===== src/mac_pkg.sv =====
// constants and types for the memory-mapped multiply-accumulate peripheral
// Overview of operation
// RQ1: result low word always holds the lower 16 bits of the result.
// RQ2: unsigned product: high word gets upper 16 bits, extension word is 0000h.
// RQ3: signed product: two's complement result, high word top bit is the sign.
// RQ4: signed modes: extension word is FFFFh when negative, 0000h when positive.
// RQ5: unsigned accumulate: extension word is 0001h on carry, else 0000h.
// RQ6: signed accumulate: high word keeps upper 16 accumulated bits, two's complement.
// RQ7: no overflow flag; extension word still shows the true sign.
// RQ8: 32-bit values from 8000_0000h upward count as negative in signed accumulation.
// RQ9: software leaves one instruction before indirect result reads.
// RQ10: software keeps the multiplier out of interrupt handlers mid-sequence.
// RQ11: operand-one addresses 0130h to 0136h pick the mode; operand two at 0138h.
// RQ12: writing operand two starts the operation with the stored operand one.
// RQ13: results are valid for the instruction right after the operand-two write.
// RQ14: an operand-one write only stores the operand and the mode.
// RQ15: accumulate modes add the product to the prior result and write back.
package mac_pkg;
  localparam logic [15:0] ADDR_OP1_UPROD = 16'h0130;
  localparam logic [15:0] ADDR_OP1_SPROD = 16'h0132;
  localparam logic [15:0] ADDR_OP1_UACC = 16'h0134;
  localparam logic [15:0] ADDR_OP1_SACC = 16'h0136;
  localparam logic [15:0] ADDR_OP2 = 16'h0138;
  localparam logic [15:0] ADDR_RES_LO = 16'h013A;
  localparam logic [15:0] ADDR_RES_HI = 16'h013C;
  localparam logic [15:0] ADDR_SUM_EXT = 16'h013E;
  localparam logic [15:0] EXT_NEG = 16'hFFFF;
  localparam logic [15:0] EXT_ZERO = 16'h0000;
  localparam logic [15:0] EXT_CARRY = 16'h0001;
  localparam logic [15:0] RDATA_RESET = 16'h0000;

  typedef enum logic [1:0] {
    unsigned_product_mode,
    signed_product_mode,
    unsigned_accumulate_mode,
    signed_accumulate_mode
  } mode_e;

  typedef struct packed {
    logic [15:0] result_low;
    logic [15:0] result_high;
    logic [15:0] sum_extension;
  } result_s;
endpackage


===== src/mac_periph.sv =====
// multiply-accumulate peripheral with word registers on the peripheral bus
module mac_periph
  import mac_pkg::*;
(
  // clock and reset
  input wire logic clk,
  input wire logic resetn,
  // peripheral register bus
  input wire logic bus_sel,
  input wire logic bus_we,
  input wire logic [15:0] bus_addr,
  input wire logic [15:0] bus_wdata,
  output logic [15:0] bus_rdata
);
  logic [15:0] op1_q, op1_d;
  logic [15:0] op2_q, op2_d;
  mode_e mode_q, mode_d;
  result_s res_q, res_d;
  logic [15:0] rdata_q, rdata_d;
  logic signed [32:0] sprod;
  logic [31:0] uprod;
  logic [31:0] prod;
  logic [32:0] usum;
  logic [31:0] acc;
  logic wr, rd;

  assign wr = bus_sel && bus_we;
  assign rd = bus_sel && !bus_we;

  always_comb begin
    uprod = op1_q * bus_wdata;
    sprod = 33'($signed(op1_q) * $signed(bus_wdata));
    // accumulators use the fresh product so results sit ready one cycle later
    acc = {res_q.result_high, res_q.result_low};
    usum = {1'b0, acc} + {1'b0, uprod}; // [RQ15]
  end

  // operand, mode and result state; operands are not reset, they persist
  always_comb begin
    op1_d = op1_q;
    op2_d = op2_q;
    mode_d = mode_q;
    res_d = res_q;
    prod = 32'h0000_0000;
    if (wr) begin
      if (bus_addr == ADDR_OP1_UPROD) begin
        op1_d = bus_wdata; // [RQ14]
        mode_d = unsigned_product_mode; // [RQ11]
      end else if (bus_addr == ADDR_OP1_SPROD) begin
        op1_d = bus_wdata;
        mode_d = signed_product_mode; // [RQ11]
      end else if (bus_addr == ADDR_OP1_UACC) begin
        op1_d = bus_wdata;
        mode_d = unsigned_accumulate_mode; // [RQ11]
      end else if (bus_addr == ADDR_OP1_SACC) begin
        op1_d = bus_wdata;
        mode_d = signed_accumulate_mode; // [RQ11]
      end else if (bus_addr == ADDR_OP2) begin
        op2_d = bus_wdata;
        case (mode_q) // [RQ12]
          unsigned_product_mode: begin
            res_d.result_low = uprod[15:0]; // [RQ1]
            res_d.result_high = uprod[31:16]; // [RQ2]
            res_d.sum_extension = EXT_ZERO; // [RQ2]
          end
          signed_product_mode: begin
            res_d.result_low = sprod[15:0]; // [RQ1]
            res_d.result_high = sprod[31:16]; // [RQ3]
            res_d.sum_extension = sprod[32] ? EXT_NEG : EXT_ZERO; // [RQ4]
          end
          unsigned_accumulate_mode: begin
            res_d.result_low = usum[15:0]; // [RQ1] [RQ15]
            res_d.result_high = usum[31:16];
            res_d.sum_extension = usum[32] ? EXT_CARRY : EXT_ZERO; // [RQ5]
          end
          default: begin
            prod = acc + sprod[31:0]; // [RQ15]
            res_d.result_low = prod[15:0]; // [RQ1]
            res_d.result_high = prod[31:16]; // [RQ6]
            // true sign is from the wide sum, so overflow still reads right [RQ7] [RQ8]
            res_d.sum_extension =
              ($signed({acc[31], acc}) + sprod) < 0 ? EXT_NEG : EXT_ZERO; // [RQ4]
          end
        endcase
      end else if (bus_addr == ADDR_RES_LO) begin
        res_d.result_low = bus_wdata;
      end else if (bus_addr == ADDR_RES_HI) begin
        res_d.result_high = bus_wdata;
      end
    end
  end

  always_ff @(posedge clk) begin
    op1_q <= op1_d;
    op2_q <= op2_d;
    mode_q <= mode_d;
    res_q <= res_d;
  end

  // read path; unmapped addresses read zero
  always_comb begin
    rdata_d = RDATA_RESET;
    if (rd) begin
      if (bus_addr >= ADDR_OP1_UPROD && bus_addr <= ADDR_OP1_SACC && !bus_addr[0]) begin
        rdata_d = op1_q;
      end else if (bus_addr == ADDR_OP2) begin
        rdata_d = op2_q;
      end else if (bus_addr == ADDR_RES_LO) begin
        rdata_d = res_q.result_low; // [RQ13]
      end else if (bus_addr == ADDR_RES_HI) begin
        rdata_d = res_q.result_high;
      end else if (bus_addr == ADDR_SUM_EXT) begin
        rdata_d = res_q.sum_extension;
      end
    end
  end

  always_ff @(posedge clk) begin
    if (!resetn) begin
      rdata_q <= RDATA_RESET;
    end else begin
      rdata_q <= rdata_d;
    end
  end

  assign bus_rdata = rdata_q;

  a_uprod_ext: assert property (@(posedge clk) disable iff (!resetn) // [RQ2]
    (wr && bus_addr == ADDR_OP2 && mode_q == unsigned_product_mode)
      |=> res_q.sum_extension == EXT_ZERO)
    else $error("unsigned product extension not zero");
  a_low_word: assert property (@(posedge clk) disable iff (!resetn) // [RQ1]
    (wr && bus_addr == ADDR_OP2 && mode_q == unsigned_product_mode)
      |=> res_q.result_low == 16'($past(op1_q) * $past(bus_wdata)))
    else $error("low word wrong");
  a_sprod_sign: assert property (@(posedge clk) disable iff (!resetn) // [RQ4]
    (wr && bus_addr == ADDR_OP2 && mode_q == signed_product_mode)
      |=> res_q.sum_extension == {16{res_q.result_high[15]}})
    else $error("signed extension mismatch");
  a_op1_nostart: assert property (@(posedge clk) disable iff (!resetn) // [RQ14]
    (wr && bus_addr == ADDR_OP1_UACC) |=> $stable(res_q))
    else $error("operand one write changed result");
  a_mode_latch: assert property (@(posedge clk) disable iff (!resetn) // [RQ11]
    (wr && bus_addr == ADDR_OP1_SACC) |=> mode_q == signed_accumulate_mode)
    else $error("mode not latched");
  a_uacc_ext: assert property (@(posedge clk) disable iff (!resetn) // [RQ5]
    (wr && bus_addr == ADDR_OP2 && mode_q == unsigned_accumulate_mode)
      |=> res_q.sum_extension[15:1] == 15'h0000)
    else $error("carry extension out of range");
  a_read_next: assert property (@(posedge clk) disable iff (!resetn) // [RQ13]
    (wr && bus_addr == ADDR_OP2) ##1 (rd && bus_addr == ADDR_RES_LO)
      |=> bus_rdata == $past(res_q.result_low))
    else $error("result not readable next access");
  a_op1_keep: assert property (@(posedge clk) disable iff (!resetn) // [RQ12]
    (wr && bus_addr == ADDR_OP2) |=> $stable(op1_q))
    else $error("operand one lost");

  // product modes
  a_uprod_value: assert property (@(posedge clk) disable iff (!resetn) // [RQ2]
    (wr && bus_addr == ADDR_OP2 && mode_q == unsigned_product_mode)
      |=> {res_q.result_high, res_q.result_low} == $past(op1_q) * $past(bus_wdata))
    else $error("unsigned product wrong");

  a_sprod_low: assert property (@(posedge clk) disable iff (!resetn) // [RQ1]
    (wr && bus_addr == ADDR_OP2 && mode_q == signed_product_mode)
      |=> res_q.result_low == 16'($past(op1_q) * $past(bus_wdata)))
    else $error("signed product low word wrong");

  a_sprod_value: assert property (@(posedge clk) disable iff (!resetn) // [RQ3]
    (wr && bus_addr == ADDR_OP2 && mode_q == signed_product_mode)
      |=> $signed({res_q.result_high, res_q.result_low})
        == $signed($past(op1_q)) * $signed($past(bus_wdata)))
    else $error("signed product wrong");

  a_sprod_ext: assert property (@(posedge clk) disable iff (!resetn) // [RQ4]
    (wr && bus_addr == ADDR_OP2 && mode_q == signed_product_mode)
      |=> res_q.sum_extension == (($signed($past(op1_q)) * $signed($past(bus_wdata))) < 0
        ? EXT_NEG : EXT_ZERO))
    else $error("signed product extension wrong");

  // accumulate modes
  a_uacc_low: assert property (@(posedge clk) disable iff (!resetn) // [RQ1]
    (wr && bus_addr == ADDR_OP2 && mode_q == unsigned_accumulate_mode)
      |=> res_q.result_low == 16'($past(res_q.result_low) + $past(op1_q) * $past(bus_wdata)))
    else $error("unsigned accumulate low word wrong");

  a_uacc_value: assert property (@(posedge clk) disable iff (!resetn) // [RQ15]
    (wr && bus_addr == ADDR_OP2 && mode_q == unsigned_accumulate_mode)
      |=> {res_q.result_high, res_q.result_low}
        == 32'({$past(res_q.result_high), $past(res_q.result_low)}
        + $past(op1_q) * $past(bus_wdata)))
    else $error("unsigned accumulate sum wrong");

  a_uacc_carry: assert property (@(posedge clk) disable iff (!resetn) // [RQ5]
    (wr && bus_addr == ADDR_OP2 && mode_q == unsigned_accumulate_mode)
      |=> res_q.sum_extension == ((33'({$past(res_q.result_high), $past(res_q.result_low)})
        + 33'($past(op1_q) * $past(bus_wdata))) > 33'h0FFFFFFFF ? EXT_CARRY : EXT_ZERO))
    else $error("unsigned accumulate carry wrong");

  a_sacc_low: assert property (@(posedge clk) disable iff (!resetn) // [RQ1]
    (wr && bus_addr == ADDR_OP2 && mode_q == signed_accumulate_mode)
      |=> res_q.result_low == 16'($past(res_q.result_low) + $past(op1_q) * $past(bus_wdata)))
    else $error("signed accumulate low word wrong");

  a_sacc_value: assert property (@(posedge clk) disable iff (!resetn) // [RQ6]
    (wr && bus_addr == ADDR_OP2 && mode_q == signed_accumulate_mode)
      |=> {res_q.result_high, res_q.result_low}
        == {$past(res_q.result_high), $past(res_q.result_low)}
        + 32'($signed($past(op1_q)) * $signed($past(bus_wdata))))
    else $error("signed accumulate sum wrong");

  // the wide sum keeps the sign that a 32-bit wrap would lose
  a_sacc_sign: assert property (@(posedge clk) disable iff (!resetn) // [RQ7]
    (wr && bus_addr == ADDR_OP2 && mode_q == signed_accumulate_mode)
      |=> res_q.sum_extension == (($signed({$past(res_q.result_high[15]),
        $past(res_q.result_high), $past(res_q.result_low)}) + 33'($signed($past(op1_q))
        * $signed($past(bus_wdata)))) < 0 ? EXT_NEG : EXT_ZERO))
    else $error("signed accumulate sign wrong");

  // register file
  a_lo_write: assert property (@(posedge clk) disable iff (!resetn) // [RQ15]
    (wr && bus_addr == ADDR_RES_LO) |=> res_q.result_low == $past(bus_wdata))
    else $error("low word write lost");

  a_hi_write: assert property (@(posedge clk) disable iff (!resetn) // [RQ15]
    (wr && bus_addr == ADDR_RES_HI) |=> res_q.result_high == $past(bus_wdata))
    else $error("high word write lost");

  a_ext_readonly: assert property (@(posedge clk) disable iff (!resetn) // [RQ11]
    (wr && bus_addr == ADDR_SUM_EXT) |=> $stable(res_q.sum_extension))
    else $error("extension word was written");

  a_op1_store: assert property (@(posedge clk) disable iff (!resetn) // [RQ14]
    (wr && bus_addr >= ADDR_OP1_UPROD && bus_addr <= ADDR_OP1_SACC && !bus_addr[0])
      |=> op1_q == $past(bus_wdata))
    else $error("operand one not stored");

  a_op2_store: assert property (@(posedge clk) disable iff (!resetn) // [RQ12]
    (wr && bus_addr == ADDR_OP2) |=> op2_q == $past(bus_wdata))
    else $error("operand two not stored");

  a_op2_mode: assert property (@(posedge clk) disable iff (!resetn) // [RQ12]
    (wr && bus_addr == ADDR_OP2) |=> $stable(mode_q))
    else $error("operand two write changed mode");

  a_mode_uprod: assert property (@(posedge clk) disable iff (!resetn) // [RQ11]
    (wr && bus_addr == ADDR_OP1_UPROD) |=> mode_q == unsigned_product_mode)
    else $error("unsigned product mode not latched");

  a_mode_sprod: assert property (@(posedge clk) disable iff (!resetn) // [RQ11]
    (wr && bus_addr == ADDR_OP1_SPROD) |=> mode_q == signed_product_mode)
    else $error("signed product mode not latched");

  a_mode_uacc: assert property (@(posedge clk) disable iff (!resetn) // [RQ11]
    (wr && bus_addr == ADDR_OP1_UACC) |=> mode_q == unsigned_accumulate_mode)
    else $error("unsigned accumulate mode not latched");

  // read path
  a_read_hi: assert property (@(posedge clk) disable iff (!resetn) // [RQ13]
    (rd && bus_addr == ADDR_RES_HI) |=> bus_rdata == $past(res_q.result_high))
    else $error("high word read wrong");

  a_read_ext: assert property (@(posedge clk) disable iff (!resetn) // [RQ13]
    (rd && bus_addr == ADDR_SUM_EXT) |=> bus_rdata == $past(res_q.sum_extension))
    else $error("extension word read wrong");

  a_read_op1: assert property (@(posedge clk) disable iff (!resetn) // [RQ11]
    (rd && bus_addr == ADDR_OP1_UACC) |=> bus_rdata == $past(op1_q))
    else $error("operand one read wrong");

  a_read_op2: assert property (@(posedge clk) disable iff (!resetn) // [RQ12]
    (rd && bus_addr == ADDR_OP2) |=> bus_rdata == $past(op2_q))
    else $error("operand two read wrong");

  // read data stands one cycle only, so a stale word never looks fresh
  a_read_idle: assert property (@(posedge clk) disable iff (!resetn) // [RQ13]
    !rd |=> bus_rdata == RDATA_RESET)
    else $error("read data held past its cycle");

  a_unmapped_read: assert property (@(posedge clk) disable iff (!resetn) // [RQ11]
    (rd && (bus_addr < ADDR_OP1_UPROD || bus_addr > ADDR_SUM_EXT))
      |=> bus_rdata == RDATA_RESET)
    else $error("unmapped read not zero");

  a_reset_rdata: assert property (@(posedge clk) // [RQ13]
    !resetn |=> bus_rdata == RDATA_RESET)
    else $error("read data not cleared in reset");

  c_uprod: cover property (@(posedge clk) wr && bus_addr == ADDR_OP2
    && mode_q == unsigned_product_mode);
  c_read_after: cover property (@(posedge clk) (wr && bus_addr == ADDR_OP2)
    ##1 (rd && bus_addr == ADDR_RES_LO));
  c_sacc: cover property (@(posedge clk) wr && bus_addr == ADDR_OP2
    && mode_q == signed_accumulate_mode);
  c_uacc_carry: cover property (@(posedge clk) wr && bus_addr == ADDR_OP2
    && mode_q == unsigned_accumulate_mode && usum[32]);
  c_sprod: cover property (@(posedge clk) wr && bus_addr == ADDR_OP2
    && mode_q == signed_product_mode);
endmodule


===== config.mk =====
export PLATFORM = sky130hd
export DESIGN_NAME = mac_periph
export DESIGN_NICKNAME = d
export VERILOG_FILES = /design/src/mac_pkg.sv /design/src/mac_periph.sv
export SDC_FILE = /design/constraint.sdc
export NUM_CORES = 1
export LEC_CHECK = 0
export BUFFER_PORTS_ARGS = -buffer_cell sky130_fd_sc_hd__buf_2
export CAP_MARGIN = 20
export CORE_MARGIN = 2
export CORE_UTILIZATION = 30
export DETAILED_ROUTE_END_ITERATION = 16
export PLACE_DENSITY = 0.41
export SLEW_MARGIN = 5
export SYNTH_ARGS = -nofsm -noshare
export SYNTH_HDL_FRONTEND = slang
export SYNTH_SLANG_ARGS = --single-unit

===== constraint.sdc =====
create_clock -name clk -period 16.2 [get_ports clk]
set_input_delay 4.05 -clock clk [delete_from_list [all_inputs] [get_ports clk]]
set_output_delay 4.05 -clock clk [all_outputs]
set_load 0.005 [all_outputs]

==> impl_metrics.csv, run 1 <==
group,metric,value,unit
critical_path,endpoint_kind,"flop",
critical_path,path_max_fanout,19,
sta,finClkSkew,15.0,ps
sta,rsz0062_at_grt,"false",
logic_synthesis,synth_top_area_share,32.8,%
logic_synthesis,ys_async_sr_fraction,0,%
logic_synthesis,synth_top_cell_by_area,"fa_1",
critical_path,critPathSlowestCell,"fa_1",
detailed_routing,via_count,17600,
critical_path,crit_required,16320,ps
sta,fmax,80.1,MHz
logic_synthesis,yosysMostFrequentCell,"inv_1",
die,initial_core_util,30.4,%
clock_network,htreeDepth,3,
global_route,grt_max_degree,35,
sta,slew_viol_final,0,
sta,fin_crit,12480,ps
place,dpl.hpwl,61700,um
detailed_routing,viasPerCell,5.09,
place,gp_congestion,0.893,
clock_network,clk_pin_slew_worst_paths,80,ps
worst_hold_path,hp-class,"reg2reg",
logic_synthesis,synth_commonest_cells,"inv_1 (516), fa_1 (365), ha_1 (216)",
clock_network,cts_root_buf,"clkbuf_16",
global_route,grtUsageTotal,20.5,%
place,numPortBuffers,51,
flow_run,drv_cap,0,
logic_synthesis,synth_edf_count,68,
critical_path,path_class,"in2reg",
logic_synthesis,yosysSeqAreaShare,10.6,%
critical_path,crit_top_cell,"fa_1",
outcome,status,"finished, final reports clean",
logic_synthesis,synth-xor-area-share,3.79,%
detailed_routing,wl_per_cell,22.1,um
die,die_height,277,um
sta,worst_pin_slew,1180,ps
sta,fin_tns_setup,0,ps
cells_and_area,syn_to_final_growth,7.24,%
die,die_area,0.0766,mm2
sta,finalHoldViolations,0,
logic_synthesis,syn-num-nets,3101,
logic_synthesis,synth_fa_ha_area_share,44.9,%
logic_synthesis,avgSynthCellArea,8.98,um2
detailed_routing,drt-initial-drc-count,1173,
global_route,antenna_found_initial,4,
critical_path,crit_family,"adder cells",
detailed_routing,finalWirelength,76500,um
detailed_routing,drt.antenna.violating_nets,0,
cells_and_area,drive_gt1_share,6.24,%
logic_synthesis,ys_ff_latch,84,
logic_synthesis,ys_warn_count,0,
critical_path,critPathBufInv,4,
detailed_routing,dr.pass1.iters,5,
logic_synthesis,yosys.area_share.simple,14.5,%
critical_path,cp-start-kind,"input port",
logic_synthesis,synthCells,2484,
clock_network,clockBufferDepth,2,
cells_and_area,nets,3110,
logic_synthesis,synthFlopType,"edfxtp_1",
logic_synthesis,synth_area_leaders,"fa_1 (33%), ha_1 (12%), edfxtp_1 (9.2%)",
die,rows,99,
die,core_area,0.0733,mm2
clock_network,hold_buffers,0,
clock_network,cts_tree,"yes",
logic_synthesis,synth_top_family_by_area,"adder cells",
clock_network,cts_sinks,84,
sta,timing.final.crit_share,77.0,%
sta,slew_headroom,21.7,%
die,die_w,277,um
logic_synthesis,mappedNetlistArea,0.0223,mm2
detailed_routing,drcViolationCount,0,
critical_path,cpPeakStageDelay,560,ps
logic_synthesis,synth.distinct_cells,93,
die,io_pins,52,
clock_network,post-cts-setup-buffers,0,
critical_path,arrival,12600,ps
clock_network,worstSkewPairLatency,390,ps
clock_network,cts_inserted_buffers,9,
logic_synthesis,synthMuxAreaShare,2.28,%
logic_synthesis,synth_compound_area_share,13.6,%
global_route,grt_pass1_vias,18800,
sta,final-setup-viol-count,0,
clock_network,ctsResizeCount,0,
global_route,grt_pass1_wl,119000,um
global_route,gr-total-overflow,0,
cells_and_area,fillers,7751,
cells in the final DEF (no fill, tap or decap), types with 16 or more instances in the layout:
cell type / instances
edfxtp_1: 68
buf_2: 51
o31ai_1: 16
nand3_1: 25
mux2_2: 21
nor2_1: 112
xor2_1: 36
nand2b_1: 26
a31oi_1: 16
o21a_1: 21
dfxtp_1: 16
o21ai_0: 75
and2_1: 142
a211oi_1: 17
buf_4: 24
inv_1: 516
nor3_1: 33
nand2_1: 211
a21oi_1: 93
ha_1: 216
and3_1: 19
a21o_1: 48
fa_1: 365
xnor2_1: 58
a221oi_1: 17
cells by family after synthesis:
family	Yosys count
fa+ha+maj	581
compound gates	437
xor+xnor	95
buf+inv	596
flops	84
simple gates	652
mux	39
registers in the layout (all words and copies together), names as in the netlist:
name       flops
bus_rdata     16
res_q          2
mode_q         2
acc           32
op1_q         16
op2_q         16
worst paths after layout:
path / start / end / slack, ps / cells after the start
max: bus_wdata[1] / acc[29]$_DFFE_PP_ / 3720 / 26
min: op1_q[9]$_DFFE_PP_ / bus_rdata[9]$_SDFF_PN0_ / 620 / 2
max reg2reg: op1_q[5]$_DFFE_PP_ / acc[29]$_DFFE_PP_ / 6720 / 26
min reg2reg: op1_q[9]$_DFFE_PP_ / bus_rdata[9]$_SDFF_PN0_ / 620 / 2
per-layer routing:
metal  vias up  wire length, um  global-route usage [%]
li1       8104                -                       -
met1      9093            36300                    29.2
met2       363            36300                    34.0
met3        47             3040                    2.27
met4         0              852                    3.04
met5         -                0                       0
per-stage QoR:
stage | hold WS (ps) | instance area [um2] | util [%] | cells | setup slack [ps]
6_report | 616 | 23900 | 32.6 | 3458 | 3720
3_5_place_dp | 595 | 23600 | 32.2 | 3441 | 3310
2_1_floorplan | 587 | 22300 | - | 2484 | 4390
5_1_grt | 654 | 23900 | 32.6 | 3457 | 3300
4_1_cts | 613 | 23900 | 32.6 | 3457 | 3680
3_3_place_gp | 591 | 23600 | 32.2 | 3440 | 3280
worst min-delay path, delay by kind of cell (launching register included):
| family | cells | cell delay, ps |
|---|---|---|
| and+or+nand+nor | 2 | 180 |
| DFF | 1 | 390 |
layout make-up:
cell class                      instances  area, um2  area share, %
Multi-Input combinational cell       1804      17700           73.9
Sequential cell                        84       2360           9.87
Inverter                              518       1940           8.13
Tap cell                              959       1200           5.01
Timing Repair Buffer                   76        450           1.88
Clock buffer                           11        254           1.06
Clock inverter                          5       33.8          0.141
Antenna cell                            1       2.50         0.0105
Power of run 1 is not shown: default switching activity piles up to over one toggle a cycle in this logic, so the estimate is an artifact.
==> inputs of run 2 (changes only) <==
==> constraint.sdc (replaced) <==
create_clock -name clk -period 13 [get_ports clk]
set_input_delay 3.25 -clock clk [delete_from_list [all_inputs] [get_ports clk]]
set_output_delay 3.25 -clock clk [all_outputs]
set_load 0.005 [all_outputs]
==> run 2 against run 1 <==
Clock skew about the same; first-iteration DRC count about the same; final area fell by 0.18%; hold slack gained 49 ps; sequential share of layout area is essentially flat; register-to-register slack got worse by 3200 ps; core utilization fell by 0.058 points; via count grew 1.2%; critical path type unchanged.
==> impl_metrics.csv, run 2 (synthesis results as in run 1) <==
group,metric,value,unit
critical_path,critPathSlowestCell,"fa_1",
flow_run,drv_cap,0,
die,die_w,277,um
detailed_routing,finalWirelength,77600,um
outcome,status,"finished, final reports clean",
cells_and_area,fin_area,0.0239,mm2
sta,finClkSkew,15.4,ps
cells_and_area,multi_input_area,0.0177,mm2
sta,slew_headroom,21.8,%
critical_path,arrival,11890,ps
clock_network,clockBufferDepth,2,
critical_path,path_max_fanout,19,
cells_and_area,fillers,7788,
global_route,grtUsageTotal,20.6,%
critical_path,crit_top_cell,"fa_1",
clock_network,htreeDepth,3,
cells_and_area,drive_gt1_share,6.09,%
cells_and_area,utilization,32.6,%
detailed_routing,dr.pass1.iters,6,
clock_network,cts_inserted_buffers,9,
die,initial_core_util,30.4,%
detailed_routing,via_count,17800,
critical_path,cpPeakStageDelay,580,ps
worst_hold_path,hp-class,"reg2reg",
global_route,grt_max_degree,34,
place,numPortBuffers,51,
critical_path,cp-start-kind,"input port",
cells_and_area,syn_to_final_growth,7.05,%
critical_path,crit_required,13110,ps
sta,fmax,84.9,MHz
place,dpl.hpwl,62600,um
die,die_area,0.0766,mm2
clock_network,cts_root_buf,"clkbuf_16",
detailed_routing,viasPerCell,5.16,
global_route,gr-total-overflow,0,
global_route,grt_pass1_vias,18800,
sta,whs,664,ps
clock_network,post-cts-setup-buffers,0,
die,die_height,277,um
sta,rsz0062_at_grt,"false",
sta,slew_viol_final,0,
clock_network,cts_tree,"yes",
place,gp_congestion,0.891,
cells_and_area,final_common_cell,"inv_1",
global_route,grt_pass1_wl,119000,um
cells_and_area,mostFrequentLayoutCells,"inv_1 (516), fa_1 (365), ha_1 (216)",
clock_network,ctsResizeCount,0,
cells_and_area,nets,3109,
critical_path,endpoint_kind,"flop",
die,io_pins,52,
detailed_routing,drt-initial-drc-count,1174,
sta,fin_crit,11780,ps
clock_network,clk_pin_slew_worst_paths,80,ps
sta,final-setup-viol-count,0,
detailed_routing,drcViolationCount,0,
sta,fin_tns_setup,0,ps
clock_network,cts_sinks,84,
detailed_routing,drt.antenna.violating_nets,0,
cells_and_area,insertedDiodeCount,0,
global_route,antenna_found_initial,5,
die,core_area,0.0733,mm2
clock_network,worstSkewPairLatency,390,ps
clock_network,hold_buffers,0,
sta,finalHoldViolations,0,
die,rows,99,
critical_path,path_class,"in2reg",
place,postPlaceCellArea,0.0236,mm2
detailed_routing,wl_per_cell,22.5,um
sta,timing.final.crit_share,90.6,%
cells_and_area,ff_latch_area,0.00236,mm2
sta,worst_pin_slew,1170,ps
cells_and_area,largest_reg_flops,32,
-- run 2: cell count changes in the layout (fill, tap and decap cells not counted) --
cell / delta
clkbuf_16: -1
clkinv_4: -2
diode_2: -1
buf_8: -1
clkbuf_1: +2
clkinv_2: -2
clkinvlp_4: +3
inv_4: -1
clkinv_1: +1
-- run 2: path summary, 6_finish.rpt --
check	start	endpoint	slack (ps)	cells after the start
hold / removal	op1_q[9]$_DFFE_PP_	bus_rdata[9]$_SDFF_PN0_	660	2
hold reg to reg	op1_q[9]$_DFFE_PP_	bus_rdata[9]$_SDFF_PN0_	660	2
setup reg to reg	op1_q[5]$_DFFE_PP_	res_q[0]$_DFFE_PP_	3490	30
setup / recovery	bus_wdata[7]	res_q[0]$_DFFE_PP_	1220	31
-- run 2: cell type report --
| class | count | share of cell area [%] |
|---|---|---|
| inverters | 518 | 8.14 |
| well taps | 959 | 5.02 |
| repair buffers | 75 | 1.82 |
| clock buffers | 12 | 0.990 |
| flip-flops and latches | 84 | 9.89 |
| clock inverters | 4 | 0.110 |
| multi-input cells | 1804 | 74.0 |
-- run 2: critical path, delay by kind of cell --
| kind | cells | cell delay (ps) |
|---|---|---|
| and+or+nand+nor | 3 | 470 |
| xor gates and xnor gates | 1 | 380 |
| adders and majority gates | 8 | 3760 |
| AOI/OAI and AO/OA | 13 | 3200 |
| buffers and inverters | 6 | 800 |
-- run 2: metrics by stage --
stage	worst slack (ps)	std cells
floorplan	1990	2484
global placement	828	3440
detailed placement	834	3440
CTS	1190	3456
global route	672	3456
finish	1220	3456
-- run 2: layer usage --
metal / GRT usage, % / part of all wire, % / up-vias / wire, um
met5: 0 / 0 / - / 0
met4: 3.09 / 1.4 / 0 / 1060
met3: 2.37 / 4.1 / 53 / 3190
met2: 33.9 / 48 / 442 / 36900
met1: 29.4 / 47 / 9204 / 36400
li1: - / - / 8126 / -
Power of run 2 is left out for the same reason.
==> inputs of run 3 (changes only) <==
==> constraint.sdc (replaced) <==
create_clock -name clk -period 13 [get_ports clk]
set_input_delay 0 -clock clk [delete_from_list [all_inputs] [get_ports clk]]
set_output_delay 0 -clock clk [all_outputs]
set_load 0.005 [all_outputs]
==> run 3 against run 2 <==
Core utilization about the same; first-iteration DRC count grew 7.3%; maximum frequency up 24%; final area about the same; hold slack worse by 620 ps; critical path depth fell by 1; clock-buffer cell count is 3 lower; final cell count down 0.14%; flip-flop and latch count unchanged; non-clock buffer count is 6 lower; die area is the same; critical endpoint unchanged.
==> impl_metrics.csv, run 3 (synthesis results as in run 1) <==
group,metric,value,unit
sta,timing.final.crit_share,73.3,%
place,pre_cts_slack,3610,ps
die,core_area,0.0733,mm2
sta,setup_ws,3470,ps
global_route,grt_pass1_wl,120000,um
clock_network,htreeDepth,3,
global_route,grt_pass1_vias,19000,
sta,fmax,105,MHz
cells_and_area,final_common_cell,"inv_1",
sta,fin_tns_setup,0,ps
global_route,gr-total-overflow,0,
cells_and_area,syn_to_final_growth,6.99,%
detailed_routing,dr.pass1.iters,5,
die,die_area,0.0766,mm2
global_route,grt_max_degree,35,
worst_hold_path,hp-class,"in2reg",
place,gp_congestion,0.875,
cells_and_area,fin_area,0.0239,mm2
die,io_pins,52,
clock_network,cts_sinks,84,
clock_network,worstSkewPairLatency,400,ps
detailed_routing,via_count,17700,
detailed_routing,drcViolationCount,0,
sta,worst_pin_slew,1180,ps
critical_path,endpoint_kind,"flop",
cells_and_area,largest_reg_flops,32,
critical_path,path_max_fanout,18,
critical_path,critPathSlowestCell,"edfxtp_1",
clock_network,clockBufferDepth,2,
detailed_routing,wl_per_cell,22.9,um
clock_network,cts_tree,"yes",
critical_path,cp-start-kind,"flop",
place,numPortBuffers,51,
critical_path,crit_required,13120,ps
critical_path,cpPeakStageDelay,1050,ps
critical_path,crit_top_cell,"fa_1",
sta,fin_crit,9530,ps
sta,slew_viol_final,0,
sta,finalHoldViolations,0,
global_route,antenna_found_initial,0,
die,die_w,277,um
clock_network,cts_inserted_buffers,9,
critical_path,arrival,9650,ps
detailed_routing,viasPerCell,5.12,
die,rows,99,
flow_run,drv_cap,0,
clock_network,clk_pin_slew_worst_paths,90,ps
cells_and_area,mostFrequentLayoutCells,"inv_1 (516), fa_1 (365), ha_1 (216)",
sta,final-setup-viol-count,0,
outcome,status,"finished, final reports clean",
place,dpl.hpwl,65100,um
place,postPlaceCellArea,0.0236,mm2
sta,whs,43.3,ps
detailed_routing,finalWirelength,78900,um
clock_network,cts_root_buf,"clkbuf_16",
detailed_routing,drt.antenna.violating_nets,0,
die,initial_core_util,30.4,%
critical_path,path_class,"reg2reg",
die,die_height,277,um
global_route,grtUsageTotal,21.0,%
sta,finClkSkew,15.4,ps
sta,slew_headroom,21.1,%
sta,rsz0062_at_grt,"false",
clock_network,post-cts-setup-buffers,0,
cells_and_area,drive_gt1_share,6.02,%
cells_and_area,nets,3103,
detailed_routing,drt-initial-drc-count,1260,
[run 3: path summary, 6_finish.rpt]
path         slack (ps)                 from  depth (start not counted)                  endpoint
max                3470  op1_q[12]$_DFFE_PP_                         30        res_q[0]$_DFFE_PP_
min                  40          bus_addr[1]                          2   mode_q[0]$_SDFFCE_PP0P_
max reg2reg        3470  op1_q[12]$_DFFE_PP_                         30        res_q[0]$_DFFE_PP_
min reg2reg         600  op1_q[13]$_DFFE_PP_                          2  bus_rdata[13]$_SDFF_PN0_
[run 3: critical path: cells and delay by family (launching register included)]
family | cells | cell delay (ps)
adders and majority gates | 8 | 3860
AOI/OAI and AO/OA | 13 | 3150
and+or+nand+nor | 3 | 470
buffers and inverters | 5 | 290
DFF | 1 | 1050
xor gates and xnor gates | 1 | 390
[run 3: cell type report]
type	instances	area [um2]
flip-flops and latches	84	2360
inverters	518	1940
well taps	959	1200
repair buffers	69	393
diodes	1	2.50
multi-input cells	1804	17700
fillers	7693	49500
clock buffers	9	225
clock inverters	7	56.3
[run 3: what timing repair did]
item / in CTS / in global routing
resized for setup: 0 / 0
hold buffers: 1 / 0
hold endpoints to repair: 2 / 0
[run 3: metal layers]
layer / track usage (%) / up-vias / part of all wire (%)
met5: 0 / - / 0
met4: 4.86 / 0 / 2.3
met3: 3.21 / 82 / 4.6
met2: 33.8 / 455 / 46
met1: 29.5 / 9062 / 47
li1: - / 8086 / -
[run 3: stage by stage]
step                utilization [%]  std cells
floorplan                         -       2484
global placement               32.2       3433
detailed placement             32.2       3433
CTS                            32.6       3450
global route                   32.6       3450
finish                         32.6       3451
Power of run 3 is left out for the same reason.
